$ cat src/periodic_timer_cfg.svh
// Offsets, field positions, codes and reset values of the periodic timer
`ifndef PERIODIC_TIMER_CFG_SVH
`define PERIODIC_TIMER_CFG_SVH
`define PT_CNT_W        10
`define PT_CNT_MAX      10'h3FF
`define PT_ADDR_W       8
`define PT_OFF_CTRL0    8'h00
`define PT_OFF_CTRL1    8'h04
`define PT_OFF_CNT_LO   8'h08
`define PT_OFF_CNT_HI   8'h0C
`define PT_OFF_CMPA_LO  8'h10
`define PT_OFF_CMPA_HI  8'h14
`define PT_OFF_PER_LO   8'h18
`define PT_OFF_PER_HI   8'h1C
`define PT_OFF_STATUS   8'h20
`define PT_CTRL0_ON_BIT 3
`define PT_STAT_A_BIT   0
`define PT_STAT_P_BIT   1
`define PT_CTRL1_RST    8'h00
`define PT_MODE_CMP     2'h0
`define PT_MODE_CAP     2'h1
`define PT_MODE_PWM     2'h2
`define PT_MODE_TMR     2'h3
`define PT_ACT_00       2'h0
`define PT_ACT_01       2'h1
`define PT_ACT_10       2'h2
`define PT_ACT_11       2'h3
`endif

$ cat src/periodic_timer_pkg.sv
// Types shared by the periodic timer
package periodic_timer_pkg;
  typedef struct packed {
    logic [1:0] mode_sel;
    logic [1:0] output_action_sel;
    logic       output_initial_level;
    logic       output_invert;
    logic       capture_source_sel;
    logic       clear_source_sel;
  } ctrl1_t;
endpackage

$ cat src/periodic_timer_compare_output.sv
// Periodic 10-bit timer with compare output, capture and APB registers
`timescale 1ns/1ns
`default_nettype none
`include "periodic_timer_cfg.svh"

module periodic_timer_compare_output (
  // Clock and reset
  input  wire logic                  clk,
  input  wire logic                  arst_n,
  // APB slave
  input  wire logic                  psel,
  input  wire logic                  penable,
  input  wire logic                  pwrite,
  input  wire logic [`PT_ADDR_W-1:0] paddr,
  input  wire logic [31:0]           pwdata,
  output logic      [31:0]           prdata,
  output logic                       pready,
  output logic                       pslverr,
  // Pins
  input  wire logic                  capture_input_pin,
  input  wire logic                  external_clock_pin,
  output logic                       timer_output_pin,
  output logic                       timer_output_oe,
  // Status
  output logic                       match_a_flag,
  output logic                       match_p_flag
);
  periodic_timer_pkg::ctrl1_t ctrl1;
  logic                   counter_on;
  logic                   on_prev;
  logic [`PT_CNT_W-1:0]   count;
  logic [`PT_CNT_W-1:0]   compare_a_value;
  logic [`PT_CNT_W-1:0]   period_value;
  logic                   out_lvl;
  logic                   cap_m;
  logic                   cap_s;
  logic                   cap_d;
  logic                   eck_m;
  logic                   eck_s;
  logic                   eck_d;
  logic                   wr;
  logic                   setup_rd;
  logic                   hit_a;
  logic                   hit_p;
  logic                   ovf;
  logic                   clr_cnt;
  logic                   set_a;
  logic                   set_p;
  logic                   cap_evt;
  logic                   src_now;
  logic                   src_old;
  logic                   on_rise;
  logic                   pulse_end;
  logic                   cmp_mode;
  logic                   next_pin;
  logic                   next_oe;
  logic [31:0]            next_rdata;
  logic                   mapped;

  function automatic logic is_mapped(input logic [`PT_ADDR_W-1:0] a);
    is_mapped = (a == `PT_OFF_CTRL0) || (a == `PT_OFF_CTRL1) ||
                (a == `PT_OFF_CNT_LO) || (a == `PT_OFF_CNT_HI) ||
                (a == `PT_OFF_CMPA_LO) || (a == `PT_OFF_CMPA_HI) ||
                (a == `PT_OFF_PER_LO) || (a == `PT_OFF_PER_HI) ||
                (a == `PT_OFF_STATUS);
  endfunction

  // APB handshake: zero wait states
  assign pready   = psel & penable;
  assign mapped   = is_mapped(paddr);
  assign pslverr  = psel & penable & ~mapped;
  assign wr       = psel & penable & pwrite & mapped;
  assign setup_rd = psel & ~penable & ~pwrite;

  // Pin synchronisers, first stage feeds only the second
  always_ff @(posedge clk or negedge arst_n) begin
    if (!arst_n) begin
      cap_m <= 1'b0;
      cap_s <= 1'b0;
      cap_d <= 1'b0;
      eck_m <= 1'b0;
      eck_s <= 1'b0;
      eck_d <= 1'b0;
    end else begin
      cap_m <= capture_input_pin;
      cap_s <= cap_m;
      cap_d <= cap_s;
      eck_m <= external_clock_pin;
      eck_s <= eck_m;
      eck_d <= eck_s;
    end
  end

  // Match and clear decode
  assign cmp_mode = (ctrl1.mode_sel == `PT_MODE_CMP) ||
                    (ctrl1.mode_sel == `PT_MODE_TMR);
  assign on_rise  = counter_on & ~on_prev;
  // Start cycle still holds the residual count, so no match may fire in it
  assign ovf      = counter_on & on_prev & (count == `PT_CNT_MAX);
  // Zero compare A never matches; under A clear the counter just wraps
  assign hit_a    = counter_on & on_prev & (compare_a_value != '0) &
                    (count == compare_a_value);
  // Zero period means full range: P hit at overflow
  assign hit_p    = (period_value == '0) ? ovf
                    : counter_on & on_prev & (count == period_value);

  always_comb begin
    clr_cnt = 1'b0;
    set_a   = 1'b0;
    set_p   = 1'b0;
    if (cmp_mode) begin
      if (ctrl1.clear_source_sel) begin
        clr_cnt = hit_a;
        set_a   = hit_a;
      end else begin
        clr_cnt = hit_p;
        set_a   = hit_a;
        set_p   = hit_p;
      end
    end else if (ctrl1.mode_sel == `PT_MODE_CAP) begin
      clr_cnt = hit_p;
      set_a   = cap_evt;
      set_p   = hit_p;
    end else begin
      clr_cnt = hit_p;
      set_a   = hit_a;
      set_p   = hit_p;
    end
  end

  // Capture edge selection
  assign src_now = ctrl1.capture_source_sel ? eck_s : cap_s;
  assign src_old = ctrl1.capture_source_sel ? eck_d : cap_d;
  always_comb begin
    unique case (ctrl1.output_action_sel)
      `PT_ACT_00: cap_evt = src_now & ~src_old;
      `PT_ACT_01: cap_evt = ~src_now & src_old;
      `PT_ACT_10: cap_evt = src_now ^ src_old;
      `PT_ACT_11: cap_evt = 1'b0;
    endcase
    cap_evt = cap_evt & counter_on & (ctrl1.mode_sel == `PT_MODE_CAP);
  end

  // Single pulse ends on A match
  assign pulse_end = (ctrl1.mode_sel == `PT_MODE_PWM) &&
                     (ctrl1.output_action_sel == `PT_ACT_11) && hit_a;

  // Control registers
  always_ff @(posedge clk or negedge arst_n) begin
    if (!arst_n) begin
      ctrl1 <= periodic_timer_pkg::ctrl1_t'(`PT_CTRL1_RST);
    end else if (wr && paddr == `PT_OFF_CTRL1) begin
      ctrl1 <= periodic_timer_pkg::ctrl1_t'(pwdata[7:0]);
    end
  end

  // Software write wins over the pulse end in the same cycle
  always_ff @(posedge clk or negedge arst_n) begin
    if (!arst_n) begin
      counter_on <= 1'b0;
    end else if (wr && paddr == `PT_OFF_CTRL0) begin
      counter_on <= pwdata[`PT_CTRL0_ON_BIT];
    end else if (pulse_end) begin
      counter_on <= 1'b0;
    end else if ((ctrl1.mode_sel == `PT_MODE_PWM) &&
                 (ctrl1.output_action_sel == `PT_ACT_11) && eck_s && !eck_d) begin
      counter_on <= 1'b1;
    end
  end

  always_ff @(posedge clk or negedge arst_n) begin
    if (!arst_n) begin
      on_prev <= 1'b0;
    end else begin
      on_prev <= counter_on;
    end
  end

  // Counter: one count per clock while on
  always_ff @(posedge clk or negedge arst_n) begin
    if (!arst_n) begin
      count <= '0;
    end else if (on_rise) begin
      count <= '0;
    end else if (counter_on) begin
      if (clr_cnt) begin
        count <= '0;
      end else begin
        count <= count + 1'b1;
      end
    end
  end

  // Compare A: written by software, loaded by capture
  always_ff @(posedge clk or negedge arst_n) begin
    if (!arst_n) begin
      compare_a_value <= '0;
    end else if (cap_evt) begin
      compare_a_value <= count;
    end else if (wr && paddr == `PT_OFF_CMPA_LO) begin
      compare_a_value[7:0] <= pwdata[7:0];
    end else if (wr && paddr == `PT_OFF_CMPA_HI) begin
      compare_a_value[9:8] <= pwdata[1:0];
    end
  end

  always_ff @(posedge clk or negedge arst_n) begin
    if (!arst_n) begin
      period_value <= '0;
    end else if (wr && paddr == `PT_OFF_PER_LO) begin
      period_value[7:0] <= pwdata[7:0];
    end else if (wr && paddr == `PT_OFF_PER_HI) begin
      period_value[9:8] <= pwdata[1:0];
    end
  end

  // Sticky flags, write one to clear, a new event wins
  always_ff @(posedge clk or negedge arst_n) begin
    if (!arst_n) begin
      match_a_flag <= 1'b0;
      match_p_flag <= 1'b0;
    end else begin
      match_a_flag <= (match_a_flag & ~(wr && paddr == `PT_OFF_STATUS &&
                       pwdata[`PT_STAT_A_BIT])) | set_a;
      match_p_flag <= (match_p_flag & ~(wr && paddr == `PT_OFF_STATUS &&
                       pwdata[`PT_STAT_P_BIT])) | set_p;
    end
  end

  // Compare output level
  always_ff @(posedge clk or negedge arst_n) begin
    if (!arst_n) begin
      out_lvl <= 1'b0;
    end else if (on_rise) begin
      out_lvl <= ctrl1.output_initial_level;
    end else if (ctrl1.mode_sel == `PT_MODE_CMP && set_a) begin
      unique case (ctrl1.output_action_sel)
        `PT_ACT_00: out_lvl <= out_lvl;
        `PT_ACT_01: out_lvl <= 1'b0;
        `PT_ACT_10: out_lvl <= 1'b1;
        `PT_ACT_11: out_lvl <= ~out_lvl;
      endcase
    end
  end

  // Pin drive; action changes while running may glitch the PWM
  always_comb begin
    next_pin = 1'b0;
    next_oe  = 1'b0;
    unique case (ctrl1.mode_sel)
      `PT_MODE_CMP: begin
        next_pin = out_lvl ^ ctrl1.output_invert;
        next_oe  = 1'b1;
      end
      `PT_MODE_PWM: begin
        unique case (ctrl1.output_action_sel)
          `PT_ACT_00: next_pin = ~ctrl1.output_initial_level;
          `PT_ACT_01: next_pin = ctrl1.output_initial_level;
          `PT_ACT_10: next_pin = (count < compare_a_value) ?
                                 ctrl1.output_initial_level
                                 : ~ctrl1.output_initial_level;
          `PT_ACT_11: next_pin = counter_on ?
                                 ctrl1.output_initial_level
                                 : ~ctrl1.output_initial_level;
        endcase
        next_pin = next_pin ^ ctrl1.output_invert;
        next_oe  = 1'b1;
      end
      `PT_MODE_CAP: begin
        next_pin = 1'b0;
        next_oe  = 1'b0;
      end
      `PT_MODE_TMR: begin
        next_pin = 1'b0;
        next_oe  = 1'b0;
      end
    endcase
  end

  always_ff @(posedge clk or negedge arst_n) begin
    if (!arst_n) begin
      timer_output_pin <= 1'b0;
      timer_output_oe  <= 1'b0;
    end else begin
      timer_output_pin <= next_pin;
      timer_output_oe  <= next_oe;
    end
  end

  // Read mux, captured in the setup cycle
  always_comb begin
    next_rdata = '0;
    unique case (paddr)
      `PT_OFF_CTRL0:   next_rdata[`PT_CTRL0_ON_BIT] = counter_on;
      `PT_OFF_CTRL1:   next_rdata[7:0] = ctrl1;
      `PT_OFF_CNT_LO:  next_rdata[7:0] = count[7:0];
      `PT_OFF_CNT_HI:  next_rdata[1:0] = count[9:8];
      `PT_OFF_CMPA_LO: next_rdata[7:0] = compare_a_value[7:0];
      `PT_OFF_CMPA_HI: next_rdata[1:0] = compare_a_value[9:8];
      `PT_OFF_PER_LO:  next_rdata[7:0] = period_value[7:0];
      `PT_OFF_PER_HI:  next_rdata[1:0] = period_value[9:8];
      `PT_OFF_STATUS: begin
        next_rdata[`PT_STAT_A_BIT] = match_a_flag;
        next_rdata[`PT_STAT_P_BIT] = match_p_flag;
      end
      default:         next_rdata = '0;
    endcase
  end

  always_ff @(posedge clk or negedge arst_n) begin
    if (!arst_n) begin
      prdata <= '0;
    end else if (setup_rd) begin
      prdata <= next_rdata;
    end
  end

  // Checks
  on_rise_zero_a: assert property (@(posedge clk) disable iff (!arst_n)
    on_rise |=> count == '0) else $error("counter not zeroed on start");
  off_hold_a: assert property (@(posedge clk) disable iff (!arst_n)
    !counter_on && !on_rise && !$past(counter_on) |=> $stable(count))
    else $error("stopped counter moved");
  act_low_a: assert property (@(posedge clk) disable iff (!arst_n)
    ctrl1.mode_sel == 2'h0 && set_a && !on_rise && ctrl1.output_action_sel == 2'h1
    |=> !out_lvl) else $error("match did not drive low");
  act_tog_a: assert property (@(posedge clk) disable iff (!arst_n)
    ctrl1.mode_sel == 2'h0 && set_a && !on_rise && ctrl1.output_action_sel == 2'h3
    |=> out_lvl != $past(out_lvl)) else $error("match did not toggle");
  init_lvl_a: assert property (@(posedge clk) disable iff (!arst_n)
    on_rise |=> out_lvl == $past(ctrl1.output_initial_level))
    else $error("start did not restore level");
  tmr_idle_a: assert property (@(posedge clk) disable iff (!arst_n)
    $past(ctrl1.mode_sel) == 2'h3 |-> !timer_output_oe && !timer_output_pin)
    else $error("pin driven in timer mode");
  pin_inv_a: assert property (@(posedge clk) disable iff (!arst_n)
    $past(ctrl1.mode_sel) == 2'h0
    |-> timer_output_pin == ($past(out_lvl) ^ $past(ctrl1.output_invert)))
    else $error("compare pin level wrong");
  no_p_flag_a: assert property (@(posedge clk) disable iff (!arst_n)
    ctrl1.mode_sel == 2'h0 && ctrl1.clear_source_sel && !match_p_flag
    |=> !match_p_flag) else $error("P flag raised with A clear");
  zero_a_a: assert property (@(posedge clk) disable iff (!arst_n)
    ctrl1.mode_sel == 2'h0 && compare_a_value == '0 && !match_a_flag
    |=> !match_a_flag) else $error("A flag with zero compare");
  ovf_clr_a: assert property (@(posedge clk) disable iff (!arst_n)
    counter_on && !on_rise && count == 10'h3FF |=> count == '0)
    else $error("no wrap at full count");
  cap_load_a: assert property (@(posedge clk) disable iff (!arst_n)
    cap_evt |=> compare_a_value == $past(count) ##0 match_a_flag)
    else $error("capture lost");
endmodule
`default_nettype wire

$ cat config.mk
export PLATFORM = sky130hd
export DESIGN_NAME = periodic_timer_compare_output
export DESIGN_NICKNAME = d
export VERILOG_FILES = /design/src/periodic_timer_pkg.sv /design/src/periodic_timer_compare_output.sv
export VERILOG_INCLUDE_DIRS = /design/src
export SDC_FILE = /design/constraint.sdc
export NUM_CORES = 1
export LEC_CHECK = 0
export BUFFER_PORTS_ARGS = -buffer_cell sky130_fd_sc_hd__buf_2
export CORE_UTILIZATION = 50
export CTS_CLUSTER_DIAMETER = 200
export CTS_CLUSTER_SIZE = 24
export DETAILED_ROUTE_END_ITERATION = 10
export PLACE_DENSITY = 0.77
export SLEW_MARGIN = 5
export SYNTH_ARGS = -nofsm -noshare
export SYNTH_HDL_FRONTEND = slang
export SYNTH_SLANG_ARGS = --single-unit
export TNS_END_PERCENT = 5
$ cat constraint.sdc
create_clock -name clk -period 2.25 [get_ports clk]
set_input_delay 0.1125 -clock clk [delete_from_list [all_inputs] [get_ports clk]]
set_output_delay 0.1125 -clock clk [all_outputs]
set_load 0.01 [all_outputs]
==> run_results.csv <==
group,metric,value,unit
outcome,outcome,"finished, violations left",
outcome,violations,"setup timing",
logic_synthesis,synth_edf_count,0,
placed_design,gp_congestion,0.9255,
route,route.detailed.drc,0,
cells_and_area,instances_no_fill,587,
critical_path,cp.arrival,2520,ps
sta,hold_viol_final,0,
cells_and_area,area_delta_synth_final,19.84,%
critical_path,startpoint_type,"register",
die,dieArea,8062,sq um
logic_synthesis,synth-main-ff-cell,"dfrtp_1",
min_path,hold_start,"pwdata[5]",
route,vias_per_cell,6.044,
logic_synthesis,synth_area,3854,sq um
die,fp.dieH,89.79,um
route,drt-initial-drc-count,449,
pwr,irDropWorstVdd,0.3871,mV
critical_path,r2r_start,"compare_a_value[7]",
critical_path,ff2ff_path_depth,8,
clock_tree,clk_latency,360,ps
logic_synthesis,yosysWarnings,0,
global_routing,grt_first_pass_wirelength,17240,um
cells_and_area,drive_gt1_frac,0.2828,
placed_design,hpwlAfterDp,7950,um
critical_path,reg2reg_setup_slack,-40,ps
clock_tree,root_buffer,"clkbuf_8",
critical_path,critical_path_class,"register to register",
global_routing,grt_pass1_vias,3361,
critical_path,crit_fanout,3,
placed_design,dpl_worst_slack,-64.05,ps
global_routing,antenna_found_initial,0,
flow_run,max-cap-violations,0,
clock_tree,numCtsBuffers,9,
critical_path,end_kind,"register",
logic_synthesis,yosysSeqAreaShare,0.3831,
route,drtAntennaViolNets,0,
clock_tree,htree_levels,3,
sta,tns,-38.96,ps
critical_path,worstPathRequired,2480,ps
die,core,7370,sq um
route,wl,10930,um
cells_and_area,final_common_cell,"dfrtp_1",
die,start_util,0.5229,
sta,setup_ws,-38.96,ps
cells_and_area,nets,547,
sta,rsz0062_at_grt,"true",
pwr,powerDensity,503.0,nW/um^2
global_routing,gr-total-overflow,0,
sta,clock.fmax,436.9,MHz
sta,min_period_over_period,1.017,
route,detail_route.first_pass.iterations,6,
logic_synthesis,avgSynthCellArea,9.376,sq um
sta,drv_slew,0,
placed_design,dp.cells,565,
cells_and_area,fin_util,0.6267,
logic_synthesis,synth_cell_types,59,
sta,fin_skew,20.11,ps
critical_path,regToRegEndpoint,"out_lvl",
min_path,hp-class,"input pin to register",
logic_synthesis,synthArstFlopShare,1.000,
min_path,worst_hold_path.endpoint,"ctrl1[5]",
sta,fin_crit,2289,ps
global_routing,grt_max_degree,34,
clock_tree,cts_tree,"done",
die,ioPinCount,85,
cells_and_area,final_cell_mix,"dfrtp_1 (59), buf_4 (40), nand2_1 (37)",
logic_synthesis,ys_ff_latch,59,
pwr,power_leakage,2.200,nW
sta,slew_headroom,0.4768,
clock_tree,clockBufferDepth,2,
sta,setup_viol,1,
placed_design,port-buffer-count,36,
clock_tree,path_clk_slew,80,ps
clock_tree,cts.sinks,59,
die,fp.dieW,89.79,um
logic_synthesis,synth_cells,411,
min_path,holdPathStages,2,
global_routing,grtUsageTotal,0.2749,
die,rows,31,
sta,worst_slew_pin_slew,784.8,ps
route,vias,3548,
cells_and_area,antennaDiodeCount,0,
route,wl_per_cell,18.62,um
==> through the flow <==
stage | power, mW | area, sq um | hold WS (ps)
3_3_place_gp | 1.281 | 4262 | 217.7
4_1_cts | 2.325 | 4524 | 21.46
3_5_place_dp | 1.286 | 4262 | 222.4
5_1_grt | 2.395 | 4618 | 28.37
6_report | 2.323 | 4618 | 23.56
2_1_floorplan | 1.231 | 3940 | -183.1
==> cell usage after synthesis, drive strengths merged (3+ instances only) <==
cell type | number | area (sq um)
o221ai | 3 | 26.28
o22ai | 8 | 50.05
nand3 | 16 | 80.08
nor4 | 10 | 68.81
nand4 | 8 | 50.05
clkbuf | 11 | 41.29
nor3 | 7 | 46.30
a21oi | 8 | 43.79
a22oi | 12 | 90.09
nand3b | 3 | 22.52
mux2 | 21 | 236.5
buf | 30 | 219.0
a22o | 7 | 61.31
o21ai | 21 | 105.1
nand2b | 5 | 31.28
dfrtp | 59 | 1476
inv | 27 | 101.4
nand2 | 41 | 158.9
nor2b | 6 | 37.54
and3 | 7 | 45.05
xnor2 | 5 | 43.79
o31ai | 3 | 22.52
nor2 | 21 | 81.33
a31oi | 7 | 43.79
mux2i | 17 | 170.2
ha | 17 | 212.7
==> kinds of logic (layout without fill, tap and decap cells) <==
group,count (synthesis),in the layout,synth area share
compound gates,88,88,0.1614
xor+xnor,5,5,0.01136
fa+ha+maj,17,17,0.05519
buf+inv,68,122,0.09383
flops,59,59,0.3831
mux,38,38,0.1055
other cells,1,24,0.0009731
simple gates,135,135,0.1886
==> flip-flops by register name, indices dropped and copies added, names as in the netlist, 8 cells and up <==
register	cells
period_value	10
ctrl1	8
count	10
compare_a_value	10
prdata	8
==> area by class of cell <==
class	count	area [sq um]
Multi-Input combinational cell	307	2197
Tap cell	99	123.9
Timing Repair Buffer	79	510.5
Clock buffer	10	137.6
Clock inverter	6	71.32
Inverter	27	101.3
Fill cell	623	2751
Sequential cell	59	1476
==> worst max-delay path, cell delays in order (launching register included) <==
cell,delay [ps]
dfrtp_1,380
inv_2,60
ha_4,260
nand3_2,80
or4_4,570
a311oi_4,380
nand4_1,140
a32oi_1,210
o31ai_1,100
==> power breakdown <==
group	internal, mW	total, mW	switching, mW
sequential	1.07	1.09	0.0133
clock	0.551	1.05	0.495
combinational	0.0651	0.189	0.124
total	1.69	2.32	0.632
==> what timing repair did <==
action                                  4_1_cts  5_1_grt
endpoints found under the setup margin        1        9
pin swaps                                     1        8
hold buffers                                  3        0
gates resized for setup                       3       12
buffers inserted                              0        3
hold endpoints to repair                     33        0
==> layer usage <==
layer / vias up / GRT usage / part of all wire
met1: 1718 / 0.3590 / 0.42
met5: - / 0 / 0
met3: 32 / 0.05076 / 0.079
met2: 202 / 0.4429 / 0.48
li1: 1596 / - / -
met4: 0 / 0.1270 / 0.027
==> worst max-delay path by stage <==
stage	start	slack, ps	endpoint	depth (start not counted)
finish	compare_a_value[7]	-40	out_lvl	8
global route	compare_a_value[7]	-90	out_lvl	8
CTS	count[9]	20	out_lvl	7
detailed placement	count[9]	-60	out_lvl	7
global placement	count[9]	20	out_lvl	7
floorplan	count[9]	110	out_lvl	7
(Power assumes the default switching activity.)
